File: src/asx_pkg.sv
package asx_pkg;
   // ************************************************************
   // register map (offsets chosen for this block)
   // ************************************************************
   localparam logic [3:0] ADDR_EXT0    = 4'h0;  // extension control ch0
   localparam logic [3:0] ADDR_EXT1    = 4'h1;  // extension control ch1
   localparam logic [3:0] ADDR_CHANNEL0_STATUS_REG   = 4'h2;  // channel 0 status
   localparam logic [3:0] ADDR_CTLB0   = 4'h3;  // control b ch0
   localparam logic [3:0] ADDR_CTLB1   = 4'h4;  // control b ch1
   localparam logic [3:0] ADDR_TC0     = 4'h5;  // time constant ch0
   localparam logic [3:0] ADDR_TC1     = 4'h6;  // time constant ch1
   localparam logic [3:0] ADDR_IRQ_ST  = 4'h7;  // sticky events
   localparam logic [3:0] ADDR_IRQ_MSK = 4'h8;  // event mask
   localparam logic [3:0] ADDR_CTLA    = 4'h9;  // control a (efr pulse)

   // ************************************************************
   // extension control field positions
   // ************************************************************
   localparam int EXT_SEND_BRK  = 0;
   localparam int EXT_BRK_DET   = 1;
   localparam int EXT_BRK_EN    = 2;
   localparam int EXT_BRG_MODE  = 3;
   localparam int EXT_UNITY     = 4;
   localparam int EXT_CTS_OFF   = 5;
   localparam int EXT_CARR_OFF  = 6;

   // status / control b / control a fields
   localparam int ST0_TX_EMPTY  = 1;
   localparam int ST0_CARRIER   = 2;
   localparam int CTLB_CTS      = 5;
   localparam int CTLB_DIV_RAT  = 4;
   localparam int CTLB_SS_LO    = 0;
   localparam int CTLA_EFR      = 3;

   // ************************************************************
   // reset values and divider figures
   // ************************************************************
   localparam logic [7:0]  EXT_RESET   = 8'h00;
   localparam logic [7:0]  CTLB_RESET  = 8'h07;
   localparam logic [15:0] TC_RESET    = 16'h0000;
   localparam logic [2:0]  SS_EXTERNAL = 3'h7;
   localparam logic [5:0]  PRE_DIV_LO  = 6'h0a;  // divide by 10
   localparam logic [5:0]  PRE_DIV_HI  = 6'h1e;  // divide by 30
   localparam logic [6:0]  OVS_LO      = 7'h10;  // x16
   localparam logic [6:0]  OVS_HI      = 7'h40;  // x64
   localparam logic [16:0] TC_OFFSET   = 17'h00002;
endpackage

File: src/asx_ext_ctrl.sv
`timescale 1ns/100ps
// Summary of operation
// - carrier high holds ch0 receiver in reset
// - carrier ignored when its autoenable is off
// - carrier level readable; rising edge interrupts
// - cts high forces ch0 tx holding empty low
// - cts ignored when off; level readable
// - unity mode uses bit clock directly
// - otherwise divide bit clock by 16/64
// - legacy generator: 10/30 then power of two
// - tc generator: divide by 2*(tc+2)
// - break functions only while break enabled
// - zero char with framing error sets detect
// - detect clears on efr, stop, ch0 carrier loss
// - send break drives serial output low
// - extension registers reset to zero
// - carrier status clears on read after fall
module asx_ext_ctrl (
   input  wire logic       core_clk_i,       // system clock 20 MHz
   input  wire logic       rst_i,            // sync reset, high
   input  wire logic [3:0] reg_addr_i,       // register address
   input  wire logic [7:0] reg_wdata_i,      // write data
   input  wire logic       reg_wr_i,         // write strobe
   input  wire logic       reg_rd_i,         // read strobe
   output logic      [7:0] reg_rdata_o,      // read data, next cycle
   input  wire logic       io_stop_mode_i,   // io stop mode level
   input  wire logic       carrier_sel_i,    // pin muxed to carrier
   input  wire logic       cts_sel_i,        // pin muxed to cts
   input  wire logic       carrier_detect_in_i, // pin, active low
   input  wire logic       clear_to_send_in_i,  // pin, active low
   input  wire logic [1:0] serial_clock_pin_i,  // ext bit clocks
   input  wire logic [1:0] tx_serial_i,      // transmitter data
   input  wire logic [1:0] tx_hold_empty_i,  // raw holding empty
   input  wire logic [1:0] rx_head_valid_i,  // new oldest fifo entry
   input  wire logic [1:0] rx_head_zero_i,   // head char is all zero
   input  wire logic [1:0] rx_head_ferr_i,   // head framing error
   output logic      [1:0] serial_tx_out_o,  // serial outputs
   output logic      [1:0] tx_holding_empty_o, // gated empty flag
   output logic      [1:0] rx_reset_o,       // receiver held in reset
   output logic      [1:0] bit_tick_o,       // one pulse per bit
   output logic      [1:0] brg_clk_o,        // generator clock out
   output logic            irq_o             // level interrupt
);
   // ************************************************************
   // pin synchronisers
   // ************************************************************
   logic       dcd_s1_q, dcd_s2_q, dcd_s3_q;  // carrier sync chain
   logic       cts_s1_q, cts_s2_q;            // cts sync chain
   logic [1:0] ck_s1_q, ck_s2_q, ck_s3_q;     // serial clock sync

   // two stages then one more for edge detection off stage two
   always_ff @(posedge core_clk_i) begin
      if (rst_i) begin
         dcd_s1_q <= 1'b1;
         dcd_s2_q <= 1'b1;
         dcd_s3_q <= 1'b1;
         cts_s1_q <= 1'b1;
         cts_s2_q <= 1'b1;
         ck_s1_q  <= 2'h3;  // idle high like the pin, no false edge
         ck_s2_q  <= 2'h3;
         ck_s3_q  <= 2'h3;
      end else begin
         dcd_s1_q <= carrier_detect_in_i;
         dcd_s2_q <= dcd_s1_q;
         dcd_s3_q <= dcd_s2_q;
         cts_s1_q <= clear_to_send_in_i;
         cts_s2_q <= cts_s1_q;
         ck_s1_q  <= serial_clock_pin_i;
         ck_s2_q  <= ck_s1_q;
         ck_s3_q  <= ck_s2_q;
      end
   end

   // ************************************************************
   // register storage
   // ************************************************************
   logic [7:0]  ext_q   [2];   // extension control per channel
   logic [7:0]  ctlb_q  [2];   // control b per channel
   logic [15:0] tc_q    [2];   // time constant per channel
   logic [1:0]  brk_det_q;     // break detect flags
   logic        carr_st_q;     // carrier status flag
   logic        carr_fell_q;   // fall seen, clear on next read
   logic [1:0]  irq_st_q;      // sticky: 0 carrier rise, 1 break
   logic [1:0]  irq_msk_q;     // interrupt mask
   logic [7:0]  rdata_q;       // read data register

   logic wr_efr;               // control a written with efr zero
   logic carr_auto;            // carrier autoenable is active
   logic cts_auto;             // cts autoenable is active
   logic carr_rise, carr_fall; // synced carrier edges
   logic st_rd, irq_rd;        // status / event register reads
   assign wr_efr    = reg_wr_i && reg_addr_i == asx_pkg::ADDR_CTLA &&
                      !reg_wdata_i[asx_pkg::CTLA_EFR];
   assign carr_auto = carrier_sel_i &&
                      !ext_q[0][asx_pkg::EXT_CARR_OFF];
   assign cts_auto  = cts_sel_i && !ext_q[0][asx_pkg::EXT_CTS_OFF];
   assign carr_rise = dcd_s2_q && !dcd_s3_q;
   assign carr_fall = !dcd_s2_q && dcd_s3_q;
   assign st_rd     = reg_rd_i && reg_addr_i == asx_pkg::ADDR_CHANNEL0_STATUS_REG;
   assign irq_rd    = reg_rd_i && reg_addr_i == asx_pkg::ADDR_IRQ_ST;

   // software writable registers; extension ch1 stores bits 5:0 only
   always_ff @(posedge core_clk_i) begin
      if (rst_i) begin
         ext_q[0]  <= asx_pkg::EXT_RESET;
         ext_q[1]  <= asx_pkg::EXT_RESET;
         ctlb_q[0] <= asx_pkg::CTLB_RESET;
         ctlb_q[1] <= asx_pkg::CTLB_RESET;
         tc_q[0]   <= asx_pkg::TC_RESET;
         tc_q[1]   <= asx_pkg::TC_RESET;
         irq_msk_q <= 2'h0;
      end else if (reg_wr_i) begin
         case (reg_addr_i)
            asx_pkg::ADDR_EXT0: begin
               ext_q[0] <= reg_wdata_i;
            end
            asx_pkg::ADDR_EXT1: begin
               ext_q[1] <= {2'h0, reg_wdata_i[5:0]};
            end
            asx_pkg::ADDR_CTLB0: begin
               ctlb_q[0] <= reg_wdata_i;
            end
            asx_pkg::ADDR_CTLB1: begin
               ctlb_q[1] <= reg_wdata_i;
            end
            // time constant: old low byte shifts to high byte, write goes to low byte
            asx_pkg::ADDR_TC0: begin
               tc_q[0] <= {tc_q[0][7:0], reg_wdata_i};
            end
            asx_pkg::ADDR_TC1: begin
               tc_q[1] <= {tc_q[1][7:0], reg_wdata_i};
            end
            asx_pkg::ADDR_IRQ_MSK: begin
               irq_msk_q <= reg_wdata_i[1:0];
            end
            default: begin
            end
         endcase
      end
   end

   // ************************************************************
   // carrier status flag
   // ************************************************************
   // high follows pin; low only after a status read past the fall
   always_ff @(posedge core_clk_i) begin
      if (rst_i) begin
         carr_st_q   <= 1'b0;
         carr_fell_q <= 1'b0;
      end else if (dcd_s2_q) begin
         carr_st_q   <= 1'b1;
         carr_fell_q <= 1'b0;
      end else begin
         if (carr_fall) begin
            carr_fell_q <= 1'b1;
         end else if (st_rd && carr_fell_q) begin
            carr_st_q   <= 1'b0;
            carr_fell_q <= 1'b0;
         end
      end
   end

   // ************************************************************
   // per channel break, divider and output logic
   // ************************************************************
   logic [1:0] brk_set;    // break detect set condition
   logic [1:0] brk_clr;    // break detect clear condition

   for (genvar c = 0; c < 2; c++) begin : g_ch
      logic [5:0]  pre_cnt_q;   // legacy 10/30 prescaler
      logic [7:0]  pow_cnt_q;   // power of two stage; index 7 legal
      logic [16:0] tc_cnt_q;    // time constant half-period count
      logic        brg_q;       // generator output level
      logic [6:0]  ovs_cnt_q;   // 16/64 oversample count
      logic        tick_q;      // bit tick register
      logic        tx_q;        // registered serial output
      logic        src_edge;    // selected bit clock rising edge
      logic        brg_edge;    // external pin rising edge this cycle
      logic [2:0]  ss;
      logic [7:0]  ext;

      assign ss  = ctlb_q[c][asx_pkg::CTLB_SS_LO +: 3];
      assign ext = ext_q[c];

      // legacy chain: prescale 10/30 then 2^(ss+1); tc chain toggles
      always_ff @(posedge core_clk_i) begin
         if (rst_i) begin
            pre_cnt_q <= 6'h00;
            pow_cnt_q <= 8'h00;
            tc_cnt_q  <= 17'h00000;
            brg_q     <= 1'b0;
         end else if (ext[asx_pkg::EXT_BRG_MODE]) begin
            // toggle every tc+2 cycles: period 2*(tc+2)
            if (tc_cnt_q + 17'h00001 >=
                {1'b0, tc_q[c]} + asx_pkg::TC_OFFSET) begin
               tc_cnt_q <= 17'h00000;
               brg_q    <= !brg_q;
            end else begin
               tc_cnt_q <= tc_cnt_q + 17'h00001;
            end
         end else begin
            if (pre_cnt_q + 6'h01 >=
                (ctlb_q[c][asx_pkg::CTLB_DIV_RAT] ?
                 asx_pkg::PRE_DIV_HI : asx_pkg::PRE_DIV_LO)) begin
               pre_cnt_q <= 6'h00;
               pow_cnt_q <= pow_cnt_q + 8'h01;
            end else begin
               pre_cnt_q <= pre_cnt_q + 6'h01;
            end
            // output is bit ss of power counter: divide by 2^(ss+1)
            brg_q <= pow_cnt_q[ss];
         end
      end

      // edge of generator or external pin when ss selects it
      assign brg_edge = (ss == asx_pkg::SS_EXTERNAL) ?
                        (ck_s2_q[c] && !ck_s3_q[c]) : 1'b0;
      logic brg_d1_q;
      always_ff @(posedge core_clk_i) begin
         if (rst_i) begin
            brg_d1_q <= 1'b0;
         end else begin
            brg_d1_q <= brg_q;
         end
      end
      assign src_edge = brg_edge ||
                        (ss != asx_pkg::SS_EXTERNAL && brg_q && !brg_d1_q);

      // unity mode passes edges, else 16/64 oversample divide
      always_ff @(posedge core_clk_i) begin
         if (rst_i) begin
            ovs_cnt_q <= 7'h00;
            tick_q    <= 1'b0;
         end else if (ext[asx_pkg::EXT_UNITY]) begin
            ovs_cnt_q <= 7'h00;
            tick_q    <= src_edge;
         end else if (src_edge) begin
            if (ovs_cnt_q + 7'h01 >=
                (ctlb_q[c][asx_pkg::CTLB_DIV_RAT] ?
                 asx_pkg::OVS_HI : asx_pkg::OVS_LO)) begin
               ovs_cnt_q <= 7'h00;
               tick_q    <= 1'b1;
            end else begin
               ovs_cnt_q <= ovs_cnt_q + 7'h01;
               tick_q    <= 1'b0;
            end
         end else begin
            tick_q <= 1'b0;
         end
      end

      // break detect: set wins over clear so no event is lost
      assign brk_set[c] = ext[asx_pkg::EXT_BRK_EN] &&
                          rx_head_valid_i[c] && rx_head_zero_i[c] &&
                          rx_head_ferr_i[c];
      assign brk_clr[c] = wr_efr || io_stop_mode_i ||
                          (c == 0 && carr_auto && dcd_s2_q);
      always_ff @(posedge core_clk_i) begin
         if (rst_i) begin
            brk_det_q[c] <= 1'b0;
         end else if (brk_set[c]) begin
            brk_det_q[c] <= 1'b1;
         end else if (brk_clr[c]) begin
            brk_det_q[c] <= 1'b0;
         end
      end

      // break level held while send break and break enable are both set
      always_ff @(posedge core_clk_i) begin
         if (rst_i) begin
            tx_q <= 1'b1;
         end else if (ext[asx_pkg::EXT_SEND_BRK] &&
                      ext[asx_pkg::EXT_BRK_EN]) begin
            tx_q <= 1'b0;
         end else begin
            tx_q <= tx_serial_i[c];
         end
      end

      assign serial_tx_out_o[c] = tx_q;
      assign bit_tick_o[c]      = tick_q;
      assign brg_clk_o[c]       = brg_q;
   end

   // ************************************************************
   // auto-enables
   // ************************************************************
   // disabled auto-enable leaves pins without effect on rx reset or tx empty
   assign rx_reset_o[0] = carr_auto && dcd_s2_q;
   assign rx_reset_o[1] = 1'b0;
   assign tx_holding_empty_o[0] = tx_hold_empty_i[0] &&
                                  !(cts_auto && cts_s2_q);
   assign tx_holding_empty_o[1] = tx_hold_empty_i[1];

   // ************************************************************
   // interrupts
   // ************************************************************
   // sticky events; a read of the event register clears, a new event wins
   always_ff @(posedge core_clk_i) begin
      if (rst_i) begin
         irq_st_q <= 2'h0;
      end else begin
         // set wins over the clearing read
         irq_st_q <= {|brk_set, carr_rise} |
                     (irq_rd ? 2'h0 : irq_st_q);
      end
   end
   assign irq_o = |(irq_st_q & irq_msk_q);

   // ************************************************************
   // read path
   // ************************************************************
   // data valid only in cycle after strobe; zero otherwise
   always_ff @(posedge core_clk_i) begin
      if (rst_i || !reg_rd_i) begin
         rdata_q <= 8'h00;
      end else begin
         case (reg_addr_i)
            asx_pkg::ADDR_EXT0: begin
               rdata_q <= {ext_q[0][7:2], brk_det_q[0], ext_q[0][0]};
            end
            asx_pkg::ADDR_EXT1: begin
               rdata_q <= {ext_q[1][7:2], brk_det_q[1], ext_q[1][0]};
            end
            asx_pkg::ADDR_CHANNEL0_STATUS_REG: begin
               rdata_q <= {5'h00, carr_st_q, tx_holding_empty_o[0],
                           1'b0};
            end
            asx_pkg::ADDR_CTLB0: begin
               rdata_q <= {ctlb_q[0][7:6], cts_s2_q,
                           ctlb_q[0][4:0]};
            end
            asx_pkg::ADDR_CTLB1: begin
               rdata_q <= ctlb_q[1];
            end
            asx_pkg::ADDR_TC0: begin
               rdata_q <= tc_q[0][7:0];
            end
            asx_pkg::ADDR_TC1: begin
               rdata_q <= tc_q[1][7:0];
            end
            asx_pkg::ADDR_IRQ_ST: begin
               rdata_q <= {6'h00, irq_st_q};
            end
            asx_pkg::ADDR_IRQ_MSK: begin
               rdata_q <= {6'h00, irq_msk_q};
            end
            default: begin
               rdata_q <= 8'h00;
            end
         endcase
      end
   end
   assign reg_rdata_o = rdata_q;
endmodule

File: config.mk
export PLATFORM = sky130hd
export DESIGN_NAME = asx_ext_ctrl
export DESIGN_NICKNAME = d
export VERILOG_FILES = /design/src/asx_pkg.sv /design/src/asx_ext_ctrl.sv
export SDC_FILE = /design/constraint.sdc
export NUM_CORES = 1
export LEC_CHECK = 0
export BUFFER_PORTS_ARGS = -buffer_cell sky130_fd_sc_hd__buf_2
export CELL_PAD_IN_SITES_DETAIL_PLACEMENT = 2
export CELL_PAD_IN_SITES_GLOBAL_PLACEMENT = 2
export CORE_AREA = 5 5 208 159
export CTS_BUF_LIST = sky130_fd_sc_hd__clkbuf_16
export CTS_CLUSTER_SIZE = 25
export DETAILED_ROUTE_END_ITERATION = 8
export DIE_AREA = 0 0 213 164
export HOLD_SLACK_MARGIN = 0.1
export PLACE_DENSITY_LB_ADDON = 0.1
export SYNTH_ARGS = -nofsm -noshare
export SYNTH_HDL_FRONTEND = slang
export SYNTH_SLANG_ARGS = --single-unit
File: constraint.sdc
create_clock -name core_clk_i -period 3.45 [get_ports core_clk_i]
set_input_delay 0.1725 -clock core_clk_i [delete_from_list [all_inputs] [get_ports core_clk_i]]
set_output_delay 0.1725 -clock core_clk_i [all_outputs]
set_load 0.02 [all_outputs]
==> results of run 1 <==
cells in the final DEF, fill, tap and decap left out, types with 6 or more instances in the layout:
master,count
sky130_fd_sc_hd__a31oi_1,7
sky130_fd_sc_hd__and3_1,22
sky130_fd_sc_hd__nor2b_1,18
sky130_fd_sc_hd__xnor2_1,39
sky130_fd_sc_hd__buf_2,48
sky130_fd_sc_hd__a211oi_1,6
sky130_fd_sc_hd__dfxtp_1,110
sky130_fd_sc_hd__nand2_1,75
sky130_fd_sc_hd__xor2_1,52
sky130_fd_sc_hd__clkbuf_16,19
sky130_fd_sc_hd__mux2i_1,18
sky130_fd_sc_hd__or2_2,15
sky130_fd_sc_hd__and2_1,39
sky130_fd_sc_hd__edfxtp_1,59
sky130_fd_sc_hd__nand3b_1,7
sky130_fd_sc_hd__nand3_1,42
sky130_fd_sc_hd__a21oi_1,30
sky130_fd_sc_hd__nor2_1,85
sky130_fd_sc_hd__ha_1,53
sky130_fd_sc_hd__nand2b_1,12
sky130_fd_sc_hd__inv_1,22
sky130_fd_sc_hd__o21ai_0,17
sky130_fd_sc_hd__dlygate4sd3_1,15
sky130_fd_sc_hd__a22o_1,23
sky130_fd_sc_hd__buf_4,47
sky130_fd_sc_hd__a21o_1,6
sky130_fd_sc_hd__o21bai_1,6
sky130_fd_sc_hd__nand4_1,14
sky130_fd_sc_hd__mux4_2,6
sky130_fd_sc_hd__nor3_1,7
stage by stage:
stage                     setup WS [ns]  area (um^2)  total power, mW   util
after floorplan                   0.345         9110             2.50      -
after global placement            0.131        10000             2.68  0.324
after detailed placement        -0.0256        10000             2.69  0.324
after CTS                        0.0215        10700             4.58  0.347
after global routing            -0.0235        10900             4.72  0.352
final                             0.167        10900             4.50  0.352
cells by family (layout without fill, tap and decap cells):
logic type	Yosys count	in the layout
flops	170	170
compound gates	147	147
other cells	1	1
mux	29	29
xor+xnor	94	94
simple gates	371	372
fa+ha+maj	54	54
buf+inv	55	161
path summary, 6_finish.rpt:
kind | from | to | slack [ns]
max | tc_q[0][19]$_DFFE_PP_ | g_ch[1].tc_cnt_q[13]$_SDFFE_PP0P_ | 0.17
max reg2reg | tc_q[0][19]$_DFFE_PP_ | g_ch[1].tc_cnt_q[13]$_SDFFE_PP0P_ | 0.17
min | rx_head_valid_i[0] | irq_st_q[1]$_SDFF_PP0_ | 0.13
min reg2reg | ck_s1_q[1]$_SDFF_PP1_ | ck_s2_q[1]$_SDFF_PP1_ | 0.41
routing by layer:
metal	global-route usage	wire (um)	up-vias
met5	0	11	-
met4	0.0410	316	2
met3	0.0353	889	20
met2	0.250	12100	77
met1	0.232	13800	3508
li1	-	-	3476
report_power, final:
group | total, mW | switching (mW) | internal [mW]
combinational | 0.455 | 0.270 | 0.185
clock | 1.85 | 0.848 | 0.997
sequential | 2.20 | 0.0638 | 2.14
critical path, stage by stage, from the launching register on:
cell	delay [ns]
sky130_fd_sc_hd__edfxtp_1	0.36
sky130_fd_sc_hd__and3_4	0.21
sky130_fd_sc_hd__and3_1	0.20
sky130_fd_sc_hd__nand3_2	0.13
sky130_fd_sc_hd__or4_4	0.47
sky130_fd_sc_hd__ha_4	0.30
sky130_fd_sc_hd__nand4_2	0.13
sky130_fd_sc_hd__or4_4	0.57
sky130_fd_sc_hd__o211ai_4	0.31
sky130_fd_sc_hd__buf_4	0.17
sky130_fd_sc_hd__nor3_1	0.03
sky130_fd_sc_hd__a221o_1	0.28
sequential cells by signal (all words and copies together) (netlist names), 8 cells and up:
signal and cells:
ctlb_q 15, g_ch.tc_cnt_q 34, g_ch.ovs_cnt_q 14, reg_rdata_o 8
g_ch.pre_cnt_q 12, tc_q 32, g_ch.pow_cnt_q 16, ext_q 12
layout make-up:
class                           instances  area [um^2]
Fill cell                            3401        20000
Multi-Input combinational cell        697         4980
Sequential cell                       170         4000
Timing Repair Buffer                  112          766
Tap cell                              406          508
Clock buffer                           19          475
Clock inverter                         13         77.6
Inverter                               17         63.8
what timing repair did:
item	CTS	global route
gates cloned	0	1
buffers inserted	0	5
hold buffers	15	0
hold endpoints to repair	16	0
endpoints found under the setup margin	4	27
gates resized for setup	2	21
pin swaps	0	6
==> flow_summary.html, run 1 <==
<table>
<tr><th>Metric</th><th>Value</th></tr>
<tr><th colspan="2">Layout</th></tr>
<tr><td>Total number of nets in the final design</td><td>1102</td></tr>
<tr><td>Diode insertion count for antenna repair</td><td>0</td></tr>
<tr><td>Area growth from synthesis to final layout</td><td>19.3%</td></tr>
<tr><td>Count of non-filler cells in the finished layout</td><td>~1400</td></tr>
<tr><td>Fraction of layout instances using a drive strength above 1</td><td>0.178</td></tr>
<tr><th colspan="2">Min path</th></tr>
<tr><td>Number of stages on the worst hold path</td><td>3</td></tr>
<tr><td>Path class of the lowest-slack min-delay path</td><td>primary input to flip-flop</td></tr>
<tr><th colspan="2">Clock network</th></tr>
<tr><td>Clock Tree Root</td><td>sky130_fd_sc_hd__clkbuf_16</td></tr>
<tr><td>CTS H-tree depth</td><td>4</td></tr>
<tr><td>Number of buffers inserted during clock tree synthesis</td><td>17</td></tr>
<tr><td>Clock transition time at the flip-flop clock pins of the worst setup and hold paths</td><td>0.07 ns</td></tr>
<tr><td>CTS tree</td><td>done</td></tr>
<tr><td>Clock network latency to the later pin of the worst-skew pair</td><td>0.45 ns</td></tr>
<tr><td>Maximum buffer depth of the clock tree</td><td>2</td></tr>
<tr><td>Total number of clock tree sinks</td><td>170</td></tr>
<tr><th colspan="2">Yosys</th></tr>
<tr><td>Cell count after synthesis</td><td>921</td></tr>
<tr><td>Syn avg cell area</td><td>between 9 and 10 um^2</td></tr>
<tr><td>Combined area of all synthesized cells</td><td>9110 um^2</td></tr>
<tr><td>Fraction of synthesized cell area in xor and xnor cells</td><td>0.0904</td></tr>
<tr><td>Unique cell type count in the Yosys netlist</td><td>73</td></tr>
<tr><td>Yosys warns</td><td>0</td></tr>
<tr><td>Post-synth top area share</td><td>0.244</td></tr>
<tr><td>Mux share of post-synthesis cell area</td><td>0.0408</td></tr>
<tr><td>Seq/Total Area, Yosys</td><td>0.438</td></tr>
<tr><td>Top post-synthesis cells by area</td><td>sky130_fd_sc_hd__dfxtp_1 24%, sky130_fd_sc_hd__edfxtp_1 19%, sky130_fd_sc_hd__ha_1 7.4%</td></tr>
<tr><td>Simple-Gate Fraction of Synth Area</td><td>0.210</td></tr>
<tr><td>Share of async-settable or async-resettable flops after synthesis</td><td>0</td></tr>
<tr><td>Net count of the mapped netlist</td><td>1008</td></tr>
<tr><td>Adder-cell share of the synthesized area</td><td>0.0742</td></tr>
<tr><td>Count leader, synth</td><td>sky130_fd_sc_hd__dfxtp_1</td></tr>
<tr><td>Post-synthesis cell type with the largest combined area</td><td>sky130_fd_sc_hd__dfxtp_1</td></tr>
<tr><td>Flop and latch count out of synthesis</td><td>170</td></tr>
<tr><td>Most instantiated cells after synthesis</td><td>111 x sky130_fd_sc_hd__dfxtp_1, 87 x sky130_fd_sc_hd__nor2_1, 75 x sky130_fd_sc_hd__nand2_1, 59 x sky130_fd_sc_hd__edfxtp_1, 55 x sky130_fd_sc_hd__xor2_1</td></tr>
<tr><td>Compound-Gate Fraction of Synth Area</td><td>0.119</td></tr>
<tr><td>Count of flip-flops with a built-in enable after synthesis</td><td>59</td></tr>
<tr><td>Dominant combinational cell family by area after synthesis</td><td>simple AND/OR/NAND/NOR gates</td></tr>
<tr><td>Primary FF master, synth</td><td>sky130_fd_sc_hd__dfxtp_1</td></tr>
<tr><th colspan="2">Pwr</th></tr>
<tr><td>Power per unit of standard cell area</td><td>between 400 and 500 nW/um^2</td></tr>
<tr><td>Highest ir drop seen on vdd</td><td>251 uV</td></tr>
<tr><td>LEAKAGE</td><td>4.38 nW</td></tr>
<tr><th colspan="2">Floorplan</th></tr>
<tr><td>Starting density of the core</td><td>0.295</td></tr>
<tr><td>Die Ht</td><td>roughly 160 um</td></tr>
<tr><td>Die X-Extent</td><td>about 210 um</td></tr>
<tr><td>Number of top-level pins</td><td>52</td></tr>
<tr><td>Area enclosed by the die boundary</td><td>34900 um^2</td></tr>
<tr><td>Core ar.</td><td>30900 um^2</td></tr>
<tr><td>Floorplan row count</td><td>56</td></tr>
<tr><th colspan="2">Worst setup path</th></tr>
<tr><td>Required time at the endpoint of the critical path</td><td>3.79 ns</td></tr>
<tr><td>Critical Setup Path Class</td><td>flip-flop to flip-flop</td></tr>
<tr><td>Worst EP arrival</td><td>3.62 ns</td></tr>
<tr><td>Startpoint type of the worst setup path</td><td>flip-flop</td></tr>
<tr><td>Critical path peak fanout</td><td>6</td></tr>
<tr><td>R2R depth</td><td>11</td></tr>
<tr><td>Crit end category</td><td>flip-flop</td></tr>
<tr><th colspan="2">Global routing</th></tr>
<tr><td>Wire length of the first global-routing pass</td><td>43400 um</td></tr>
<tr><td>Maximum number of pins on one net before global-route repair</td><td>42</td></tr>
<tr><td>Initial antenna violation count</td><td>3</td></tr>
<tr><td>Number of global-route vias before repair</td><td>around 7700</td></tr>
<tr><td>Tot GR Track Use</td><td>0.162</td></tr>
<tr><td>Total grt overflow</td><td>0</td></tr>
<tr><th colspan="2">STA</th></tr>
<tr><td>Clock Skew</td><td>0.0103 ns</td></tr>
<tr><td>Worst rel slew slack</td><td>0.409</td></tr>
<tr><td>Final cycle utilization of the critical path</td><td>0.952</td></tr>
<tr><td>WHS</td><td>0.134 ns</td></tr>
<tr><td>Sum Neg Setup Slack</td><td>0 ns</td></tr>
<tr><td>Measured slew at the worst slew-check pin</td><td>0.887 ns</td></tr>
<tr><td>Max-slew violation count</td><td>0</td></tr>
<tr><td>Hold violation count in the final report</td><td>0</td></tr>
<tr><td>Upper clock frequency limit</td><td>slightly above 300 MHz</td></tr>
<tr><td>Setup-failing EPs final</td><td>0</td></tr>
<tr><td>Time the worst path needs with I/O delays and setup</td><td>3.28 ns</td></tr>
<tr><th colspan="2">Detailed routing</th></tr>
<tr><td>Vias per cell</td><td>4.94</td></tr>
<tr><td>Number of remaining DRC errors</td><td>0</td></tr>
<tr><td>Post-Route WL</td><td>27200 um</td></tr>
<tr><td>Iteration-0 DRC Markers</td><td>~340</td></tr>
<tr><td>Number of vias after detailed routing</td><td>7083</td></tr>
<tr><td>Routed wirelength normalized by instance count</td><td>~19 um</td></tr>
<tr><td>Number of routed nets with antenna violations</td><td>0</td></tr>
<tr><td>Pre-Repair DR Iteration Count</td><td>5</td></tr>
<tr><th colspan="2">Place</th></tr>
<tr><td>Placed wire-length estimate</td><td>just over 20000 um</td></tr>
<tr><td>Placer Congestion</td><td>0.745</td></tr>
<tr><td>Count of input and output buffers</td><td>between 40 and 50</td></tr>
<tr><td>Placed insts</td><td>1381</td></tr>
<tr><th colspan="2">Outcome</th></tr>
<tr><td>Run status</td><td>finished, final reports clean</td></tr>
<tr><th colspan="2">Job</th></tr>
<tr><td>Number of maximum-capacitance constraint violations</td><td>0</td></tr>
</table>
Note: power is estimated with default switching activity, not from simulation.
==> run 2: changes to the inputs <==
RECOVER_POWER = 100   (was unset)
==> run 2 against run 1 <==
The flow now finishes with violations (capacitance limit, slew limit). Clock power barely moved. Die area did not move. Sequential cell count did not move. Non-clock buffer count did not move. Power fell by 0.16%. Sequential share of layout area rose by 0.20 points. Clock-buffer cell count did not move. Global-route usage did not move. Sequential power barely moved. Via count rose by 0.83%. First-iteration DRC count fell by 8.2%. Critical endpoint unchanged. Largest cell class unchanged. Largest power group unchanged. Highest routed layer unchanged.
==> flow_summary.html, run 2 (synthesized netlist as in run 1, its figures left out) <==
<table>
<tr><th>Metric</th><th>Value</th></tr>
<tr><th colspan="2">Worst setup path</th></tr>
<tr><td>Crit end category</td><td>flip-flop</td></tr>
<tr><td>Worst EP arrival</td><td>roughly 3.6 ns</td></tr>
<tr><td>Critical Setup Path Class</td><td>flip-flop to flip-flop</td></tr>
<tr><td>Kind of cell with the highest combined delay on the critical path</td><td>simple AND/OR/NAND/NOR gates</td></tr>
<tr><td>Buffers and inverters on the worst path</td><td>1</td></tr>
<tr><td>Longest individual stage delay on the worst path</td><td>around 0.57 ns</td></tr>
<tr><td>Cell breakdown of the critical path</td><td>and3_4 &gt; and3_1 &gt; nand3_2 &gt; or4_4 &gt; ha_4 &gt; nand4_2 &gt; or4_4 &gt; o211ai_4 &gt; buf_4 &gt; nor3_1 &gt; a221o_1</td></tr>
<tr><td>Required time at the endpoint of the critical path</td><td>3.79 ns</td></tr>
<tr><td>Critical path peak fanout</td><td>6</td></tr>
<tr><td>Startpoint type of the worst setup path</td><td>flip-flop</td></tr>
<tr><td>Cell with the most instances on the worst path</td><td>sky130_fd_sc_hd__or4_4</td></tr>
<tr><td>Crit path max-delay cell type</td><td>sky130_fd_sc_hd__or4_4</td></tr>
<tr><th colspan="2">STA</th></tr>
<tr><td>Sum Neg Setup Slack</td><td>0 ns</td></tr>
<tr><td>Upper clock frequency limit</td><td>305 MHz</td></tr>
<tr><td>Final cycle utilization of the critical path</td><td>0.952</td></tr>
<tr><td>Clock Skew</td><td>~0.012 ns</td></tr>
<tr><td>Time the worst path needs with I/O delays and setup</td><td>roughly 3.3 ns</td></tr>
<tr><td>Setup-failing EPs final</td><td>0</td></tr>
<tr><td>Measured slew at the worst slew-check pin</td><td>1.51 ns</td></tr>
<tr><td>Hold violation count in the final report</td><td>0</td></tr>
<tr><td>Worst rel slew slack</td><td>-0.00799</td></tr>
<tr><td>Max-slew violation count</td><td>30</td></tr>
<tr><th colspan="2">Clock network</th></tr>
<tr><td>Clock network latency to the later pin of the worst-skew pair</td><td>0.45 ns</td></tr>
<tr><td>CTS H-tree depth</td><td>4</td></tr>
<tr><td>Number of buffers inserted during clock tree synthesis</td><td>17</td></tr>
<tr><td>CTS tree</td><td>done</td></tr>
<tr><td>Clock transition time at the flip-flop clock pins of the worst setup and hold paths</td><td>0.07 ns</td></tr>
<tr><td>Maximum buffer depth of the clock tree</td><td>2</td></tr>
<tr><td>Total number of clock tree sinks</td><td>170</td></tr>
<tr><td>Clock Tree Root</td><td>sky130_fd_sc_hd__clkbuf_16</td></tr>
<tr><th colspan="2">Pwr</th></tr>
<tr><td>Power per unit of standard cell area</td><td>approximately 420 nW/um^2</td></tr>
<tr><td>Highest ir drop seen on vdd</td><td>253 uV</td></tr>
<tr><td>LEAKAGE</td><td>4.24 nW</td></tr>
<tr><td>Combinational group share of total power</td><td>0.100</td></tr>
<tr><td>Internal power</td><td>3.32 mW</td></tr>
<tr><td>Switching power</td><td>1.18 mW</td></tr>
<tr><td>Final Power</td><td>4.50 mW</td></tr>
<tr><td>Share of total power in sequential cells</td><td>0.490</td></tr>
<tr><td>Clock share of power</td><td>0.410</td></tr>
<tr><td>Sw Ratio</td><td>0.262</td></tr>
<tr><th colspan="2">Global routing</th></tr>
<tr><td>Initial antenna violation count</td><td>4</td></tr>
<tr><td>Maximum number of pins on one net before global-route repair</td><td>42</td></tr>
<tr><td>Total grt overflow</td><td>0</td></tr>
<tr><td>Number of global-route vias before repair</td><td>7672</td></tr>
<tr><td>Tot GR Track Use</td><td>0.162</td></tr>
<tr><td>Wire length of the first global-routing pass</td><td>43400 um</td></tr>
<tr><th colspan="2">Layout</th></tr>
<tr><td>Fraction of layout instances using a drive strength above 1</td><td>0.148</td></tr>
<tr><td>Flip-flop count of the largest register after layout</td><td>34</td></tr>
<tr><td>Count of non-filler cells in the finished layout</td><td>1434</td></tr>
<tr><td>Top flop regs</td><td>g_ch.tc_cnt_q x34, tc_q x32, g_ch.pow_cnt_q x16</td></tr>
<tr><td>Area growth from synthesis to final layout</td><td>18.6%</td></tr>
<tr><td>Post-layout util</td><td>0.350</td></tr>
<tr><td>Total number of nets in the final design</td><td>about 1100</td></tr>
<tr><td>Most common cell after layout, fill and taps aside</td><td>sky130_fd_sc_hd__dfxtp_1</td></tr>
<tr><td>Most frequent cells in the layout</td><td>110 x sky130_fd_sc_hd__dfxtp_1, 86 x sky130_fd_sc_hd__nor2_1, 75 x sky130_fd_sc_hd__nand2_1</td></tr>
<tr><td>Diode insertion count for antenna repair</td><td>0</td></tr>
<tr><td>Register with the highest flop count</td><td>g_ch.tc_cnt_q</td></tr>
<tr><th colspan="2">Detailed routing</th></tr>
<tr><td>Routed wirelength normalized by instance count</td><td>19.0 um</td></tr>
<tr><td>Post-Route WL</td><td>roughly 27000 um</td></tr>
<tr><td>Pre-Repair DR Iteration Count</td><td>5</td></tr>
<tr><td>Number of routed nets with antenna violations</td><td>0</td></tr>
<tr><td>Number of remaining DRC errors</td><td>0</td></tr>
<tr><td>Vias per cell</td><td>4.98</td></tr>
<tr><td>Number of vias after detailed routing</td><td>7142</td></tr>
<tr><td>Iteration-0 DRC Markers</td><td>313</td></tr>
<tr><th colspan="2">Floorplan</th></tr>
<tr><td>Die Ht</td><td>between 150 and 200 um</td></tr>
<tr><td>Number of top-level pins</td><td>52</td></tr>
<tr><td>Starting density of the core</td><td>0.295</td></tr>
<tr><td>Core ar.</td><td>around 30000 um^2</td></tr>
<tr><td>Area enclosed by the die boundary</td><td>~35000 um^2</td></tr>
<tr><td>Die X-Extent</td><td>about 210 um</td></tr>
<tr><td>Floorplan row count</td><td>56</td></tr>
<tr><th colspan="2">Place</th></tr>
<tr><td>Placed wire-length estimate</td><td>20300 um</td></tr>
<tr><td>Placed insts</td><td>roughly 1400</td></tr>
<tr><td>Count of input and output buffers</td><td>48</td></tr>
<tr><td>Placer Congestion</td><td>0.745</td></tr>
<tr><th colspan="2">Outcome</th></tr>
<tr><td>Run status</td><td>complete, but fails checks</td></tr>
<tr><td>Failing checks</td><td>capacitance limit, slew limit</td></tr>
<tr><th colspan="2">Job</th></tr>
<tr><td>Number of maximum-capacitance constraint violations</td><td>1</td></tr>
<tr><th colspan="2">Min path</th></tr>
<tr><td>Path class of the lowest-slack min-delay path</td><td>primary input to flip-flop</td></tr>
</table>
-- run 2: cell types whose count changed in the layout (fill, tap and decap cells not counted), moves of 3 or more --
cell,previous run,this run
sky130_fd_sc_hd__and2_0,0,33
sky130_fd_sc_hd__and2_1,39,6
sky130_fd_sc_hd__clkbuf_1,0,25
sky130_fd_sc_hd__buf_2,48,30
sky130_fd_sc_hd__buf_4,47,40
sky130_fd_sc_hd__a31o_1,0,3
sky130_fd_sc_hd__a31o_2,5,2
-- run 2: power by group through the flow --
stage	clock (mW)	combinational [mW]	sequential, mW
finish	1.84	0.449	2.20
global route	2.00	0.504	2.21
CTS	1.92	0.455	2.20
detailed placement	0	0.438	2.25
global placement	0	0.430	2.25
floorplan	0	0.266	2.23
-- run 2: path summary, 6_finish.rpt --
path	startpoint	to	slack, ns	depth (start not counted)
max	tc_q[0][19]$_DFFE_PP_	g_ch[1].tc_cnt_q[13]$_SDFFE_PP0P_	0.17	11
min	rx_head_valid_i[0]	irq_st_q[1]$_SDFF_PP0_	0.13	3
max reg2reg	tc_q[0][19]$_DFFE_PP_	g_ch[1].tc_cnt_q[13]$_SDFFE_PP0P_	0.17	11
min reg2reg	ck_s1_q[1]$_SDFF_PP1_	ck_s2_q[1]$_SDFF_PP1_	0.41	1
-- run 2: timing repair --
action	4_1_cts	5_1_grt
endpoints found under the setup margin	4	27
gates cloned	0	1
resized for setup	2	21
hold endpoints to repair	16	0
setup buffers	0	5
pin swaps	0	6
hold buffers	15	0
-- run 2: through the flow --
| step | cell area [um^2] | hold WS, ns | setup WS [ns] |
|---|---|---|---|
| 4_1_cts | 10700 | 0.103 | 0.0215 |
| 3_3_place_gp | 10000 | 0.345 | 0.131 |
| 6_report | 10800 | 0.128 | 0.166 |
| 2_1_floorplan | 9110 | 0.276 | 0.345 |
| 5_1_grt | 10800 | 0.119 | -0.0235 |
| 3_5_place_dp | 10000 | 0.345 | -0.0256 |
-- run 2: routing by layer --
layer	GRT usage	vias up	routed length, um
li1	-	3479	-
met1	0.232	3552	13800
met2	0.250	87	12200
met3	0.0353	22	973
met4	0.0410	2	323
met5	0	-	11
-- run 2: area by class of cell --
type / instances / area, um^2
Timing Repair Buffer: 112 / 717
Clock inverter: 13 / 77.6
Clock buffer: 19 / 475
Inverter: 17 / 63.8
Multi-Input combinational cell: 697 / 4970
Tap cell: 406 / 508
Sequential cell: 170 / 4000
Fill cell: 3419 / 20100
-- run 2: worst min-delay path: stages --
cell	delay [ns]
sky130_fd_sc_hd__buf_2	0.10
sky130_fd_sc_hd__nand4_1	0.16
sky130_fd_sc_hd__a31oi_1	0.10
